===== config.mk =====
export PLATFORM = sky130hd
export DESIGN_NAME = iac_ctrl
export DESIGN_NICKNAME = d
export VERILOG_FILES = /design/src/iac_pkg.sv /design/src/iac_ctrl.sv
export SDC_FILE = /design/constraint.sdc
export NUM_CORES = 1
export LEC_CHECK = 0
export ABC_CLOCK_PERIOD_IN_PS = 4030
export BUFFER_PORTS_ARGS = -buffer_cell sky130_fd_sc_hd__buf_2
export CAP_MARGIN = 20
export CORE_ASPECT_RATIO = 0.6
export CORE_MARGIN = 3
export CORE_UTILIZATION = 52
export CTS_CLUSTER_DIAMETER = 30
export DETAILED_ROUTE_END_ITERATION = 8
export GPL_TIMING_DRIVEN = 0
export PLACE_DENSITY = 0.8
export SLEW_MARGIN = 20
export SYNTH_ARGS = -nofsm -noshare
export SYNTH_HDL_FRONTEND = slang
export SYNTH_SLANG_ARGS = --single-unit

===== constraint.sdc =====
create_clock -name aclk -period 4.03 [get_ports aclk]
set_clock_uncertainty 0.15 [all_clocks]
set_input_delay 0.2015 -clock aclk [delete_from_list [all_inputs] [get_ports aclk]]
set_output_delay 0.2015 -clock aclk [all_outputs]
set_load 0.01 [all_outputs]

===== src/iac_pkg.sv =====
package iac_pkg;

  // ----------------------------------------------------------------
  // status word layout
  // ----------------------------------------------------------------
  localparam logic [7:0]  PSW_RST  = 8'h02;
  localparam int          PSW_IE   = 7;
  localparam int          PSW_ISP  = 1;
  localparam logic        FLAG_SET = 1'b1; // mask and priority flags reset

  // fixed software-break vector entry
  localparam logic [15:0] BRK_VEC  = 16'h003e;

  // ----------------------------------------------------------------
  // register byte offsets
  // ----------------------------------------------------------------
  localparam logic [7:0]  OFS_PSW  = 8'h00;
  localparam logic [7:0]  OFS_REQ  = 8'h04;
  localparam logic [7:0]  OFS_MASK = 8'h08;
  localparam logic [7:0]  OFS_PRIO = 8'h0c;
  localparam logic [7:0]  OFS_STAT = 8'h10;

  // status register bit positions
  localparam int          ST_NMIP  = 0;
  localparam int          ST_HOLD  = 1;
  localparam int          ST_INNMI = 2;
  localparam int          ST_STK   = 8;

  localparam logic [1:0]  RESP_OKAY   = 2'h0;
  localparam logic [1:0]  RESP_SLVERR = 2'h2;

  // kind of an accepted interrupt
  typedef enum logic [1:0] {K_MASK, K_NMI, K_BRK} iac_kind_e;

  // instruction class reported by the sequencer at each boundary
  typedef enum logic [3:0] {
    OP_NONE, OP_HOLD, OP_EI, OP_DI, OP_BRK, OP_RETURN_FROM_INTERRUPT, OP_RETURN_FROM_BREAK,
    OP_POP_PSW, OP_PUSH_PSW, OP_WR_PSW
  } iac_op_e;

endpackage


===== src/iac_ctrl.sv =====
module iac_ctrl #(
  parameter int          NSRC     = 8,
  parameter int          DEPTH    = 8,
  parameter logic [15:0] VEC_BASE = 16'h0004,
  parameter logic [15:0] NMI_VEC  = 16'h0002
) (
  input  wire logic              aclk,
  input  wire logic              aresetn,
  input  wire logic              ce,
  input  wire logic [7:0]        awaddr,
  input  wire logic              awvalid,
  output      logic              awready,
  input  wire logic [31:0]       wdata,
  input  wire logic [3:0]        wstrb,
  input  wire logic              wvalid,
  output      logic              wready,
  output      logic [1:0]        bresp,
  output      logic              bvalid,
  input  wire logic              bready,
  input  wire logic [7:0]        araddr,
  input  wire logic              arvalid,
  output      logic              arready,
  output      logic [31:0]       rdata,
  output      logic [1:0]        rresp,
  output      logic              rvalid,
  input  wire logic              rready,
  input  wire logic [NSRC-1:0]   src_req,
  input  wire logic              nmi_req,
  input  wire logic              seq_boundary,
  input  wire iac_pkg::iac_op_e  seq_op,
  input  wire logic [7:0]        seq_psw_in,
  output      logic [7:0]        psw_out,
  output      logic              ack_valid,
  output      iac_pkg::iac_kind_e ack_kind,
  output      logic [15:0]       ack_vector,
  output      logic [7:0]        ack_psw
);

  localparam int IW = (NSRC > 1) ? $clog2(NSRC) : 1;

  // ----------------------------------------------------------------
  // state
  // ----------------------------------------------------------------
  typedef struct packed {
    logic [7:0]         program_status_word;
    logic [NSRC-1:0]    req;
    logic [NSRC-1:0]    mask;
    logic [NSRC-1:0]    pr;
    logic               nmi_pend;
    logic [DEPTH-1:0]   stk;      // 1 marks a non-maskable level
    logic               hold;
    logic               lp_seen;
    logic               ack_valid;
    iac_pkg::iac_kind_e ack_kind;
    logic [IW-1:0]      ack_idx;
    logic [15:0]        ack_vec;
    logic [7:0]         ack_psw;
    logic               awready;
    logic [7:0]         aw_addr;
    logic               wready;
    logic [31:0]        w_data;
    logic [3:0]         w_strb;
    logic               bvalid;
    logic [1:0]         bresp;
    logic               arready;
    logic               rvalid;
    logic [31:0]        rdata;
    logic [1:0]         rresp;
  } iac_state_s;

  iac_state_s s_q;
  iac_state_s s_d;

  logic [NSRC-1:0] elig;
  logic [NSRC-1:0] hi;
  logic [NSRC-1:0] cand;
  logic [IW-1:0]   widx;
  logic            in_nmi;
  logic            hold_op;
  logic            mask_ok;

  // merge a bus write into a register by byte lane
  function automatic logic [31:0] lane_wr(logic [31:0] old,
                                          logic [31:0] wd,
                                          logic [3:0]  st);
    logic [31:0] m;
    m = {{8{st[3]}}, {8{st[2]}}, {8{st[1]}}, {8{st[0]}}};
    return (old & ~m) | (wd & m);
  endfunction

  // ----------------------------------------------------------------
  // arbitration
  // ----------------------------------------------------------------
  // high level sources first, then lowest index; the loop runs down so
  // the last hit is the lowest index
  always_comb begin
    elig = s_q.req & ~s_q.mask;
    hi   = elig & ~s_q.pr;
    cand = (|hi) ? hi : elig;
    widx = '0;
    for (int i = NSRC - 1; i >= 0; i--) begin
      if (cand[i]) begin
        widx = IW'(i);
      end
    end
  end

  // any non-maskable level on the in-service stack blocks nested requests; a break still nests
  assign in_nmi = |s_q.stk;

  // instructions after which acceptance waits one more instruction
  assign hold_op = (seq_op == iac_pkg::OP_HOLD) ||
                   (seq_op == iac_pkg::OP_EI) ||
                   (seq_op == iac_pkg::OP_DI) ||
                   (seq_op == iac_pkg::OP_RETURN_FROM_INTERRUPT) ||
                   (seq_op == iac_pkg::OP_RETURN_FROM_BREAK) ||
                   (seq_op == iac_pkg::OP_POP_PSW) ||
                   (seq_op == iac_pkg::OP_PUSH_PSW) ||
                   (seq_op == iac_pkg::OP_WR_PSW);

  // enable, level gate and the extra cycle for a low-level winner
  assign mask_ok = (|cand) && s_q.program_status_word[iac_pkg::PSW_IE] &&
                   (s_q.program_status_word[iac_pkg::PSW_ISP] || !s_q.pr[widx]) &&
                   !in_nmi &&
                   (!s_q.pr[widx] || s_q.lp_seen);

  // ----------------------------------------------------------------
  // next state
  // ----------------------------------------------------------------
  always_comb begin
    logic [NSRC-1:0] clr;
    logic [31:0]     tmp;
    logic            hold_now;
    clr      = '0;
    tmp      = '0;
    hold_now = s_q.hold;
    s_d      = s_q;
    s_d.ack_valid = 1'b0;
    s_d.lp_seen   = (|cand) && s_q.pr[widx];

    // write address and data are taken in either order
    if (awvalid && s_q.awready) begin
      s_d.awready = 1'b0;
      s_d.aw_addr = awaddr;
    end
    if (wvalid && s_q.wready) begin
      s_d.wready = 1'b0;
      s_d.w_data = wdata;
      s_d.w_strb = wstrb;
    end

    // sequencer boundary: status word ops, then acceptance
    if (seq_boundary) begin
      s_d.hold = 1'b0;
      case (seq_op)
        iac_pkg::OP_EI:
          s_d.program_status_word[iac_pkg::PSW_IE] = 1'b1;
        iac_pkg::OP_DI:
          s_d.program_status_word[iac_pkg::PSW_IE] = 1'b0;
        iac_pkg::OP_RETURN_FROM_INTERRUPT, iac_pkg::OP_RETURN_FROM_BREAK: begin
          s_d.program_status_word = seq_psw_in;
          s_d.stk = s_q.stk >> 1;
        end
        iac_pkg::OP_POP_PSW, iac_pkg::OP_WR_PSW:
          s_d.program_status_word = seq_psw_in;
        default: ;
      endcase
      if (hold_op) begin
        s_d.hold = 1'b1;
      end

      if (seq_op == iac_pkg::OP_BRK) begin
        // break is an instruction, not a request: never masked
        s_d.ack_valid = 1'b1;
        s_d.ack_kind  = iac_pkg::K_BRK;
        s_d.ack_vec   = iac_pkg::BRK_VEC;
        s_d.ack_psw   = s_q.program_status_word;
        s_d.program_status_word[iac_pkg::PSW_IE] = 1'b0;
        s_d.stk = {s_q.stk[DEPTH-2:0], 1'b0};
      end else if (!hold_now && !hold_op) begin
        if (s_q.nmi_pend && !in_nmi) begin
          s_d.ack_valid = 1'b1;
          s_d.ack_kind  = iac_pkg::K_NMI;
          s_d.ack_vec   = NMI_VEC;
          s_d.ack_psw   = s_q.program_status_word;
          s_d.program_status_word[iac_pkg::PSW_IE] = 1'b0;
          s_d.stk = {s_q.stk[DEPTH-2:0], 1'b1};
          s_d.nmi_pend = 1'b0;
        end else if (mask_ok) begin
          s_d.ack_valid = 1'b1;
          s_d.ack_kind  = iac_pkg::K_MASK;
          s_d.ack_idx   = widx;
          s_d.ack_vec   = VEC_BASE + 16'({widx, 1'b0});
          s_d.ack_psw   = s_q.program_status_word;
          s_d.program_status_word[iac_pkg::PSW_IE]  = 1'b0;
          s_d.program_status_word[iac_pkg::PSW_ISP] = s_q.pr[widx];
          s_d.stk = {s_q.stk[DEPTH-2:0], 1'b0};
          clr[widx] = 1'b1;
        end
      end
    end

    // register write once both halves are in
    if (!s_q.awready && !s_q.wready && !s_q.bvalid) begin
      s_d.bvalid = 1'b1;
      s_d.bresp  = iac_pkg::RESP_OKAY;
      case (s_q.aw_addr)
        iac_pkg::OFS_PSW: begin
          tmp = lane_wr(32'(s_q.program_status_word), s_q.w_data, s_q.w_strb);
          // the sequencer wins a same-cycle clash so a take still clears
          // the enable flag; the bus write is lost in that cycle
          if (!seq_boundary) begin
            s_d.program_status_word = tmp[7:0];
          end
          s_d.hold = 1'b1;
        end
        iac_pkg::OFS_REQ: begin
          tmp = lane_wr(32'(s_q.req), s_q.w_data, s_q.w_strb);
          s_d.req  = tmp[NSRC-1:0];
          s_d.hold = 1'b1;
        end
        iac_pkg::OFS_MASK: begin
          tmp = lane_wr(32'(s_q.mask), s_q.w_data, s_q.w_strb);
          s_d.mask = tmp[NSRC-1:0];
          s_d.hold = 1'b1;
        end
        iac_pkg::OFS_PRIO: begin
          tmp = lane_wr(32'(s_q.pr), s_q.w_data, s_q.w_strb);
          s_d.pr   = tmp[NSRC-1:0];
          s_d.hold = 1'b1;
        end
        iac_pkg::OFS_STAT: ;                     // read only, write ignored
        default: s_d.bresp = iac_pkg::RESP_SLVERR;
      endcase
    end
    if (s_q.bvalid && bready) begin
      s_d.bvalid  = 1'b0;
      s_d.awready = 1'b1;
      s_d.wready  = 1'b1;
    end

    // register read, one outstanding
    if (arvalid && s_q.arready) begin
      s_d.arready = 1'b0;
      s_d.rvalid  = 1'b1;
      s_d.rresp   = iac_pkg::RESP_OKAY;
      s_d.rdata   = '0;
      case (araddr)
        iac_pkg::OFS_PSW:  s_d.rdata[7:0]      = s_q.program_status_word;
        iac_pkg::OFS_REQ:  s_d.rdata[NSRC-1:0] = s_q.req;
        iac_pkg::OFS_MASK: s_d.rdata[NSRC-1:0] = s_q.mask;
        iac_pkg::OFS_PRIO: s_d.rdata[NSRC-1:0] = s_q.pr;
        iac_pkg::OFS_STAT: begin
          s_d.rdata[iac_pkg::ST_NMIP]  = s_q.nmi_pend;
          s_d.rdata[iac_pkg::ST_HOLD]  = s_q.hold;
          s_d.rdata[iac_pkg::ST_INNMI] = in_nmi;
          s_d.rdata[iac_pkg::ST_STK +: DEPTH] = s_q.stk;
        end
        default: s_d.rresp = iac_pkg::RESP_SLVERR;
      endcase
    end
    if (s_q.rvalid && rready) begin
      s_d.rvalid  = 1'b0;
      s_d.arready = 1'b1;
    end

    // a set arriving with a clear wins; untaken requests stay
    s_d.req      = (s_d.req & ~clr) | src_req;
    s_d.nmi_pend = s_d.nmi_pend | nmi_req;
  end

  // ----------------------------------------------------------------
  // registers
  // ----------------------------------------------------------------
  // mask and priority come up all ones so no maskable source fires before setup
  always_ff @(posedge aclk) begin
    if (!aresetn) begin
      s_q         <= '0;
      s_q.program_status_word     <= iac_pkg::PSW_RST;
      s_q.mask    <= {NSRC{iac_pkg::FLAG_SET}};
      s_q.pr      <= {NSRC{iac_pkg::FLAG_SET}};
      s_q.awready <= 1'b1;
      s_q.wready  <= 1'b1;
      s_q.arready <= 1'b1;
    end else if (ce) begin
      s_q <= s_d;
    end
  end

  // outputs straight from the state flops
  assign awready    = s_q.awready;
  assign wready     = s_q.wready;
  assign bvalid     = s_q.bvalid;
  assign bresp      = s_q.bresp;
  assign arready    = s_q.arready;
  assign rvalid     = s_q.rvalid;
  assign rdata      = s_q.rdata;
  assign rresp      = s_q.rresp;
  assign psw_out    = s_q.program_status_word;
  assign ack_valid  = s_q.ack_valid;
  assign ack_kind   = s_q.ack_kind;
  assign ack_vector = s_q.ack_vec;
  assign ack_psw    = s_q.ack_psw;

  // last boundary was a hold instruction; kept apart from the design
  // state so the check does not lean on the hold flag it guards
  logic hold_seen_q;

  always_ff @(posedge aclk) begin
    if (!aresetn) begin
      hold_seen_q <= 1'b0;
    end else if (ce && seq_boundary) begin
      hold_seen_q <= hold_op;
    end
  end
endmodule


After elaboration in Yosys (flattened, before gate mapping) --
Cells that the tools add are included.
Word-level totals: register bits 142, input bits 82
Operators by class: add/sub/neg operators 1, magnitude comparators 2, equal/unequal tests 17, multiplexer cells 68, bitwise operators 20, reductions and logical operators 60
Operators by type and width (count):
- $mux W8 | 17
- $mux W30 | 3
- $and A8 B8 Y8 | 8
- $mux W24 | 2
- $or A8 B8 Y8 | 5
- $mux W3 | 13
- $mux W37 | 1
- $mux W36 | 1
- $eq A8 B4 Y1 const B | 4
- $mux W32 | 1
- $not A8 Y8 | 4
- $reduce_or A8 Y1 | 3
- $pmux W5 S4 | 1
- $mux W1 | 18
- $mux W9 | 2
- $reduce_and A2 Y1 | 9
- $eq A4 B3 Y1 const B | 4
- $eq A8 B3 Y1 const B | 2
- $eq A8 B5 Y1 const B | 2
- $logic_not A8 Y1 | 2
- $logic_and A1 B1 Y1 | 15
- $pmux W3 S5 | 1
- $mux W10 | 1
- $reduce_bool A2 Y1 | 5
- 22 further kinds | 44

Longest topological paths before layout --
Gate-level depths: netlist of run 1.
word-level depth 30, gate-level depth with buffers 12, depth with buffers taken out 10

Worst setup path after synthesis of run 1 --
Ideal clock, no wire load.
kind register to register, start point reg s_q[148] in the netlist's numbering, end point reg s_q[118] in the netlist's numbering, data arrival time 3231 ps, required time 3794 ps, slack 562 ps, cell stages (with the launch flop) 13, path buffers 2, cells stage by stage dfxtp_1 > nor3b_1 > or4_4 > o21ai_1 > a22oi_1 > a211o_1 > a2111oi_0 > o32ai_1 > a2111o_1 > buf_2 > and3_1 > buf_6 > a221oi_2
On the way: longest elaborated chain between the ends 23, elaborated cells on any way between the ends 26, classes of those cells 15 x mux; 2 x bitwise; 9 x reduce/logical
Ends and longest elaborated chain:
- start, declared | line iac_ctrl.sv:71 | iac_state_s s_q;
- $and A8 B8 Y8 * | line iac_ctrl.sv:97 | elig = s_q.req & ~s_q.mask;
- $and A8 B8 Y8 | line iac_ctrl.sv:98 | hi = elig & ~s_q.pr;
- $reduce_or A8 Y1 | line iac_ctrl.sv:99 | cand = (|hi) ? hi : elig;
- $mux W8 * | line iac_ctrl.sv:99
- $mux W3 (8 in a row) | line iac_ctrl.sv:102 | if (cand[i]) begin
- $bmux W1 S3 | line iac_ctrl.sv:123, iac_ctrl.sv:125
- $mux W1 (not written as such) | line iac_ctrl.sv:123, iac_ctrl.sv:125
- $logic_not A1 Y1 | line iac_ctrl.sv:123, iac_ctrl.sv:125
- $logic_or A1 B1 Y1 | line iac_ctrl.sv:123 | (s_q.program_status_word[iac_pkg::PSW_ISP] || !s_q.pr[widx]) &&
- $logic_and A1 B1 Y1 | line iac_ctrl.sv:122 | assign mask_ok = (|cand) && s_q.program_status_word[iac_pkg::PSW_IE] &&
- $logic_and A1 B1 Y1 | line iac_ctrl.sv:123
- $logic_and A1 B1 Y1 * | line iac_ctrl.sv:124 | !in_nmi &&
- $mux W8 * | line iac_ctrl.sv:189 | end else if (mask_ok) begin
- $mux W8 * | line iac_ctrl.sv:181 | if (s_q.nmi_pend && !in_nmi) begin
- $mux W9 * | line iac_ctrl.sv:180 | end else if (!hold_now && !hold_op) begin
- $mux W8 * | line iac_ctrl.sv:172 | if (seq_op == iac_pkg::OP_BRK) begin
Mark *: on every way between the ends. The rest lies on a longest branch, timed or not. The select of a mux whose other input is x is not followed. A chain may end at the register's enable or synchronous reset.

Worst setup path in the final report of run 1 --
start point reg s_q[149] in the netlist's numbering, end point reg s_q[118] in the netlist's numbering
The elaborated chain is that of the path after synthesis.

==> results of run 1 <==
## placed cells by master, fill, tap and decap left out, types with 22 or more instances in the layout
master / netlist / layout
buf_2: 2 / 100
a21oi_1: 45 / 43
clkbuf_1: 26 / 28
dfxtp_1: 98 / 96
conb_1: 1 / 29
o21ai_0: 22 / 22
nand2_1: 76 / 76
nand3_1: 36 / 36
nor2_1: 39 / 39
mux2i_1: 26 / 26
buf_4: 70 / 75
inv_1: 26 / 26
dlygate4sd3_1: 0 / 31
## path summary, 6_finish.rpt
check	endpoint	startpoint	depth (start not counted)	slack, ps
max	s_q[118]	s_q[149]	12	110
min	wready	wvalid	3	7
max reg2reg	s_q[118]	s_q[149]	12	110
min reg2reg	rdata[11]	rdata[11]	2	310
## final cells by class
type                    count  share of cell area, %
well taps                 135                   2.43
clock buffers              11                   3.34
repair buffers            134                   12.0
multi-input cells         452                   42.3
plain buffers              99                   9.26
flip-flops and latches     98                   28.2
inverters                  27                   1.46
clock inverters             5                  0.899
## worst register-to-register path, stage by stage, from the launching register on
cell and delay, ps:
dfxtp_1 380, nor3b_2 210, nor4_2 400, nand2_1 180, a221o_1 410, a211o_4 380, a2111oi_4 410, o32ai_4 170
a2111o_1 440, buf_2 190, and3_1 170, buf_6 140, a221oi_2 210
## power by group
| part | internal [mW] | switching (mW) | total [mW] |
|---|---|---|---|
| logic | 0.140 | 0.164 | 0.305 |
| clock network | 0.485 | 0.378 | 0.863 |
| registers | 0.999 | 0.0408 | 1.04 |
## per-layer routing
| layer | vias to the layer above | GRT usage, % |
|---|---|---|
| li1 | 2589 | - |
| met1 | 2658 | 43.9 |
| met2 | 374 | 43.2 |
| met3 | 22 | 8.95 |
| met4 | 0 | 6.55 |
| met5 | - | 0 |
## per-stage QoR
step	worst slack [ps]	utilization [%]	instances	hold slack, ps	area, um2
6_report	107	69.5	961	7.06	6960
2_1_floorplan	562	-	676	187	5540
5_1_grt	-51.2	69.5	961	22.0	6960
4_1_cts	32.8	68.3	956	2.37	6840
3_3_place_gp	-198	61.8	909	286	6190
3_5_place_dp	-256	61.8	909	296	6190
## synth_stat cells, types with 8 or more instances
cell / n / area, um2
a31oi_1: 9 / 56.3
clkbuf_1: 26 / 97.6
o311ai_0: 8 / 70.1
inv_1: 26 / 97.6
nor3_1: 12 / 60.1
dfxtp_1: 98 / 1960
mux2i_1: 26 / 260
a21oi_1: 45 / 225
mux4_2: 8 / 180
nor2_1: 39 / 146
nand2b_1: 16 / 100
o21ai_0: 22 / 110
o211ai_1: 11 / 82.6
nand3_1: 36 / 180
buf_4: 70 / 526
nand2_1: 76 / 285
## registers in the layout (all words and copies together), names as in the netlist, 5 cells and up
name and flops:
s_q 52, ack_psw 8, ack_vector 5, psw_out 8, rdata 16
## timing repair
action | in CTS | in global routing
setup buffers | 0 | 5
resized for setup | 8 | 14
pin swaps | 0 | 7
hold buffers | 31 | 0
hold endpoints to repair | 31 | 0
setup endpoints to repair | 25 | 25
## cells by family after synthesis
| family | after synthesis | share of synthesized area (%) |
|---|---|---|
| and+or+nand+nor | 230 | 21.1 |
| AOI/OAI and AO/OA | 154 | 19.7 |
| buffers and inverters | 126 | 13.7 |
| DFF | 98 | 36.1 |
| muxes | 34 | 8.11 |
| adders and majority gates | 4 | 0.922 |
| other | 1 | 0.0691 |
| xor gates and xnor gates | 1 | 0.161 |
==> reports/summary.txt, run 1 <==
Mean Syn Cell Area -> 8.38 um2
Worst setup SP type -> flop
Pwr Total -> 2.21 mW
topmost layer with routed signal wires -> met4
initial antenna violation count -> 0
Tmin final -> 3920 ps
post-DR wirelength/cell -> 18.7 um
Die H -> 85.2 um
first-pass GRT wire length -> 26.9 mm
count of standard-cell rows -> 28
maximum capacitance violations -> 0
Root Driver -> clkbuf_16
number of nets in the layout -> 907
vias after detailed routing -> 5643
async set or reset register ratio after synthesis -> 0%
placed wire-length estimate -> 13.3 mm
total count of max-transition violations in the final report -> 0
CP Data Arrival Time -> 4030 ps
total of flip-flops plus latches after synthesis -> 98
clk sinks -> 98
number of distinct library cell variants in the gate-level netlist after synthesis -> 62
Pwr Density -> 317 nW/um2
clock buffers created by TritonCTS -> 9
highest clock rate -> 255 MHz
area inside the core boundary -> 10000 um2
family with the most delay on the worst path -> compound AO/OA/AOI/OAI gates
count of warnings emitted by yosys -> 0
Antenna Diode Count -> 0
Max-slew headroom -> 28.4%
worst IR drop on VDD -> 0.218 mV
DIE WIDTH -> 138 um
clock edge transition at the registers on the reported setup and hold paths -> 70 ps
total routing resource utilization after global routing -> 29.8%
layout filler cell count -> 783
number of levels in the clock H-tree -> 3
netlist area before placement -> 5430 um2
number of global-route vias before repair -> 5091
fraction of layout instances using a drive strength above 1 -> 27.4%
area of combinational cells with multiple inputs -> 2950 um2
slowest CP cell -> a2111o_1
status -> complete, no violations
largest incremental delay on the critical path -> 440 ps
DIE AREA -> 11700 um2
element type at the critical path end -> flop
pin count of the biggest net entering global routing -> 17
io pins -> 158
sequential cell area fraction in the yosys report -> 36.1%
Post-Syn Instances -> 648
worst-margin pin slew -> 1070 ps
routed length on met3 -> 2.47 mm
Req. time, crit path -> 4140 ps
final setup violation count -> 0
post-route ant nets -> 0
clock tree from TritonCTS -> yes
Pre-antenna DRT Iters -> 5
Iteration-0 DRC Markers -> 718
DR WL met2 -> 7.56 mm
wire length on met1 -> 7.76 mm
area added between synthesis and finish -> 28.2%
hold violation total from the final report -> 0
number of I/O port buffers -> 98
final critical-path share of the clock period -> 97.3%
series of cell instances along the critical path -> nor3b_2, nor4_2, nand2_1, a221o_1, a211o_4, a2111oi_4, o32ai_4, a2111o_1, buf_2, and3_1, buf_6, a221oi_2
class of the most critical hold timing path -> input port to flop
Clock Latency Late Sink -> 350 ps
Crit path buffers/inverters -> 2
final WL -> 18.0 mm
DRC errors left -> 0
total gr overflow -> 0
Seq. cell area -> 1960 um2
Placer Congestion -> 0.972
peak fanout along the critical path -> 9
Setup TNS -> 0 ps
buffer levels on the longest clock path -> 2
total leakage power -> 3.00 nW
commonest register cell after synthesis -> dfxtp_1
number of enable flip-flop cells after synthesis -> 0
detail-routed via count per cell -> 5.87
WS Path Type -> flop to flop
initial standard-cell utilization of the core -> 54.2%
Power figures use the tool's default switching activity.
==> inputs of run 2 (changes only) <==
Settings changed: BUFFER_PORTS_ARGS -buffer_cell sky130_fd_sc_hd__buf_2 to unset, CORE_UTILIZATION 52 to 64, DONT_BUFFER_PORTS set to 1, GPL_TIMING_DRIVEN 0 to 1.
==> reports/summary.txt, run 2 (same netlist as run 1, synthesis figures left out) <==
area added between synthesis and finish -> 13.6%
clk sinks -> 98
total leakage power -> 2.39 nW
fraction of layout instances using a drive strength above 1 -> 13.1%
worst IR drop on VDD -> 0.241 mV
detail-routed via count per cell -> 6.64
Largest Register -> s_q
WS Path Type -> flop to flop
final setup violation count -> 0
pin count of the biggest net entering global routing -> 38
total routing resource utilization after global routing -> 37.2%
placed instance count -> 727
Pwr Density -> 359 nW/um2
Int Power -> 1.60 mW
DP Area -> 5350 um2
initial antenna violation count -> 2
final WL -> 18.2 mm
Max-slew headroom -> 30.8%
family with the most delay on the worst path -> compound AO/OA/AOI/OAI gates
clock share of power -> 42.0%
most used cell along the critical path -> buf_4
highest clock rate -> 252 MHz
Pre-antenna DRT Iters -> 6
DIE AREA -> 9660 um2
number of I/O port buffers -> 0
first-pass GRT wire length -> 27.9 mm
number of global-route vias before repair -> 4896
peak fanout along the critical path -> 5
largest incremental delay on the critical path -> 530 ps
Sw Share -> 27.8%
Seq. cell area -> 1960 um2
final non-filler cell total -> 790
Crit path buffers/inverters -> 4
io pins -> 158
buffer levels on the longest clock path -> 2
clock tree from TritonCTS -> yes
failing checks -> hold timing
CP Data Arrival Time -> 4040 ps
maximum capacitance violations -> 0
hold violation total from the final report -> 1
vias after detailed routing -> 5244
logic gate share of total power -> 10.8%
count of standard-cell rows -> 25
area of combinational cells with multiple inputs -> 2870 um2
placed wire-length estimate -> 13.0 mm
area inside the core boundary -> 8070 um2
class of the most critical hold timing path -> input port to flop
max reg flops -> 52
final critical-path share of the clock period -> 98.7%
slowest CP cell -> or4_4
DRC errors left -> 0
clock edge transition at the registers on the reported setup and hold paths -> 80 ps
Req. time, crit path -> 4100 ps
Iteration-0 DRC Markers -> 757
cell area after layout -> 6170 um2
post-DR wirelength/cell -> 23.1 um
worst-margin pin slew -> 1030 ps
element type at the critical path end -> flop
register share of total power -> 47.2%
Clock Latency Late Sink -> 360 ps
status -> finished with violations
Root Driver -> clkbuf_16
Tmin final -> 3980 ps
post-route ant nets -> 0
series of cell instances along the critical path -> nor3b_1, or4_4, o21ai_1, buf_4, a222oi_1, buf_4, a2111oi_2, o311ai_1, o32ai_2, buf_4, a21oi_1, nor4b_2, buf_4, a31oi_1
Pwr Total -> 2.22 mW
Die H -> 77.4 um
layout filler cell count -> 554
initial standard-cell utilization of the core -> 67.3%
total gr overflow -> 0
Fin Hold WS -> -0.673 ps
number of nets in the layout -> 762
most frequent cells in the layout -> dfxtp_1 (98), nand2_1 (76), a21oi_1 (45)
total count of max-transition violations in the final report -> 0
number of levels in the clock H-tree -> 3
Worst setup SP type -> flop
DIE WIDTH -> 125 um
commonest non-fill, non-tap cell in the layout -> dfxtp_1
Placer Congestion -> 0.957
clock buffers created by TritonCTS -> 9
switching power of the nets -> 0.616 mW
run 2: per-layer routing:
layer  track usage [%]  share of wire [%]
met5                 0              0.071
met2              52.3                 40
met4              8.33                2.0
met3              13.6                 16
met1              54.6                 42
run 2: cell type report:
type	instances	area share (%)
clock inverter	7	1.56
inverter	27	1.64
sequential	98	31.8
tap	108	2.19
clock buffer	9	3.65
multi-input combinational	452	46.5
timing repair buffer	88	12.7
antenna	1	0.0406
run 2: what timing repair did:
item,4_1_cts,5_1_grt
resized for setup,0,7
hold buffers,41,3
endpoints found under the setup margin,0,29
setup buffers,0,2
endpoints found under the hold margin,63,5
run 2: final timing paths:
check | slack (ps) | to | depth (start not counted) | start
max reg2reg | 50 | s_q[148] | 14 | s_q[145]
max | 50 | s_q[148] | 14 | s_q[145]
min reg2reg | 350 | rdata[6] | 2 | rdata[6]
min | -0.7 | s_q[146] | 2 | src_req[4]
run 2: stage by stage:
step	setup TNS [ps]	hold slack [ps]	setup slack, ps	util [%]
floorplan	0	187	562	-
finish	0	-0.673	54.0	76.4
global route	-38.2	6.20	-34.6	76.4
global placement	0	120	161	66.2
detailed placement	0	122	27.7	66.2
CTS	0	2.48	0.150	75.4
run 2: power groups by stage:
stage | logic, mW | clock network (mW) | registers (mW)
global placement | 0.173 | 0 | 1.06
global route | 0.256 | 0.972 | 1.05
detailed placement | 0.180 | 0 | 1.06
finish | 0.240 | 0.930 | 1.05
floorplan | 0.186 | 0 | 1.04
CTS | 0.225 | 0.925 | 1.04
==> inputs of run 3 (changes only) <==
Settings changed: CORE_ASPECT_RATIO 0.6 to 0.75.
==> reports/summary.txt, run 3 (same netlist as run 1, synthesis figures left out) <==
status -> complete, no violations
clock tree from TritonCTS -> yes
final setup violation count -> 0
maximum capacitance violations -> 0
detail-routed via count per cell -> 6.71
highest clock rate -> 252 MHz
Sw Share -> 27.7%
Die H -> 85.8 um
Req. time, crit path -> 4140 ps
routed length on met3 -> 2.48 mm
vias after detailed routing -> 5143
clock buffers created by TritonCTS -> 9
worst reg-to-reg path cell count -> 11
element type at the critical path end -> flop
initial antenna violation count -> 0
register share of total power -> 48.8%
final worst slack -> 56.4 ps
number of stages on the worst hold path -> 2
Placer Congestion -> 0.918
number of I/O port buffers -> 0
worst IR drop on VDD -> 0.317 mV
CP Capture Point -> s_q[123]
Tmin final -> 3970 ps
number of nets in the layout -> 741
io pins -> 158
fraction of layout instances using a drive strength above 1 -> 10.2%
DIE WIDTH -> 112 um
logic gate share of total power -> 11.0%
final critical-path share of the clock period -> 98.6%
count of standard-cell rows -> 28
final non-filler cell total -> 766
Int Power -> 1.55 mW
topmost layer with routed signal wires -> met4
initial standard-cell utilization of the core -> 67.4%
area inside the core boundary -> 8060 um2
buffer levels on the longest clock path -> 2
clock share of power -> 40.2%
post-DR wirelength/cell -> 22.7 um
placed wire-length estimate -> 11.7 mm
Placement Setup Slack -> -27.0 ps
total gr overflow -> 0
clk sinks -> 98
Clock Latency Late Sink -> 350 ps
clock edge transition at the registers on the reported setup and hold paths -> 70 ps
endpoint of the most critical register-to-register path -> s_q[123]
series of cell instances along the critical path -> nor3b_1, or4_4, o21ai_1, a222oi_1, buf_4, a2111oi_2, o311ai_1, o32ai_2, a2111o_1, nand2_2, a221oi_2
Largest Register -> s_q
Max-slew headroom -> 32.7%
number of levels in the clock H-tree -> 3
DP Area -> 5180 um2
r2r setup slk -> 60 ps
DR WL met2 -> 7.57 mm
placed instance count -> 703
pin count of the biggest net entering global routing -> 61
number of global-route vias before repair -> 4714
post-route ant nets -> 0
switching power of the nets -> 0.594 mW
commonest non-fill, non-tap cell in the layout -> dfxtp_1
most frequent cells in the layout -> dfxtp_1 (98), nand2_1 (76), a21oi_1 (45)
CP Data Arrival Time -> 4080 ps
hold violation total from the final report -> 0
Setup TNS -> 0 ps
source of the worst register-to-register timing path -> s_q[145]
Pre-antenna DRT Iters -> 6
Iteration-0 DRC Markers -> 746
class of the most critical hold timing path -> input port to flop
total count of max-transition violations in the final report -> 0
worst-margin pin slew -> 1000 ps
max reg flops -> 52
DRC errors left -> 0
total leakage power -> 2.28 nW
Worst setup SP type -> flop
first-pass GRT wire length -> 26.2 mm
wire length on met1 -> 6.77 mm
WS Path Type -> flop to flop
total routing resource utilization after global routing -> 35.0%
cell area after layout -> 5970 um2
Pwr Density -> 359 nW/um2
largest incremental delay on the critical path -> 550 ps
DIE AREA -> 9640 um2
slowest CP cell -> a2111oi_2
area added between synthesis and finish -> 9.86%
peak fanout along the critical path -> 10
final WL -> 17.4 mm
source of the critical timing path -> s_q[145]
Root Driver -> clkbuf_16
==> run 3: cell count changes in the layout (fill, tap and decap cells not counted), moves of 2 or more <==
cell       previous run  this run
buf_4                44        24
inv_6                 0         3
a2111oi_1             3         1
a2111oi_2             1         3
inv_8                 3         1
==> run 3: how the worst min path moves through the flow <==
| stage | startpoint | endpoint | slack (ps) |
|---|---|---|---|
| CTS | src_req[3] | s_q[145] | 2 |
| global route | src_req[3] | s_q[145] | 10 |
| detailed placement | aresetn | s_q[140] | 130 |
| global placement | aresetn | s_q[136] | 120 |
| finish | src_req[3] | s_q[145] | 3 |
| floorplan | wdata[0] | s_q[43] | 190 |
==> run 3: metrics by stage <==
stage	total power [mW]	hold slack [ps]	utilization (%)
2_1_floorplan	1.23	187	-
3_3_place_gp	1.23	121	64.3
3_5_place_dp	1.24	126	64.3
4_1_cts	2.12	2.11	73.5
5_1_grt	2.19	11.6	74.0
6_report	2.14	3.03	74.0
==> run 3: routing by layer <==
metal  vias to the layer above  track usage, %
li1                       2259               -
met3                        59            10.7
met2                       394            53.1
met4                         0            10.3
met5                         -               0
met1                      2431            48.5
==> run 3: layout make-up <==
type                            instances  area [um2]
Antenna cell                            1        2.50
Clock buffer                           10         239
Clock inverter                          6        55.1
Fill cell                             574        2090
Inverter                               27         101
Multi-Input combinational cell        452        2850
Sequential cell                        98        1960
Tap cell                              105         131
Timing Repair Buffer                   67         621
==> run 3: repair_timing <==
item	CTS	global route
gates cloned	0	0
buffers inserted	0	3
endpoints found under the setup margin	6	26
hold buffers	43	0
hold endpoints to repair	63	0
pin swaps	0	3
gates resized for setup	2	5
==> run 3: power groups by stage <==
| stage | clock, mW | sequential [mW] | combinational, mW |
|---|---|---|---|
| 2_1_floorplan | 0 | 1.04 | 0.186 |
| 6_report | 0.862 | 1.04 | 0.236 |
| 3_5_place_dp | 0 | 1.06 | 0.177 |
| 5_1_grt | 0.894 | 1.05 | 0.252 |
| 4_1_cts | 0.857 | 1.04 | 0.223 |
| 3_3_place_gp | 0 | 1.06 | 0.170 |
==> run 3: critical path: cells and delay by family, from the launching register on <==
kind            cells  cell delay [ps]
compound gates      7             2250
buf+inv             1              170
flops               1              340
simple gates        3              950
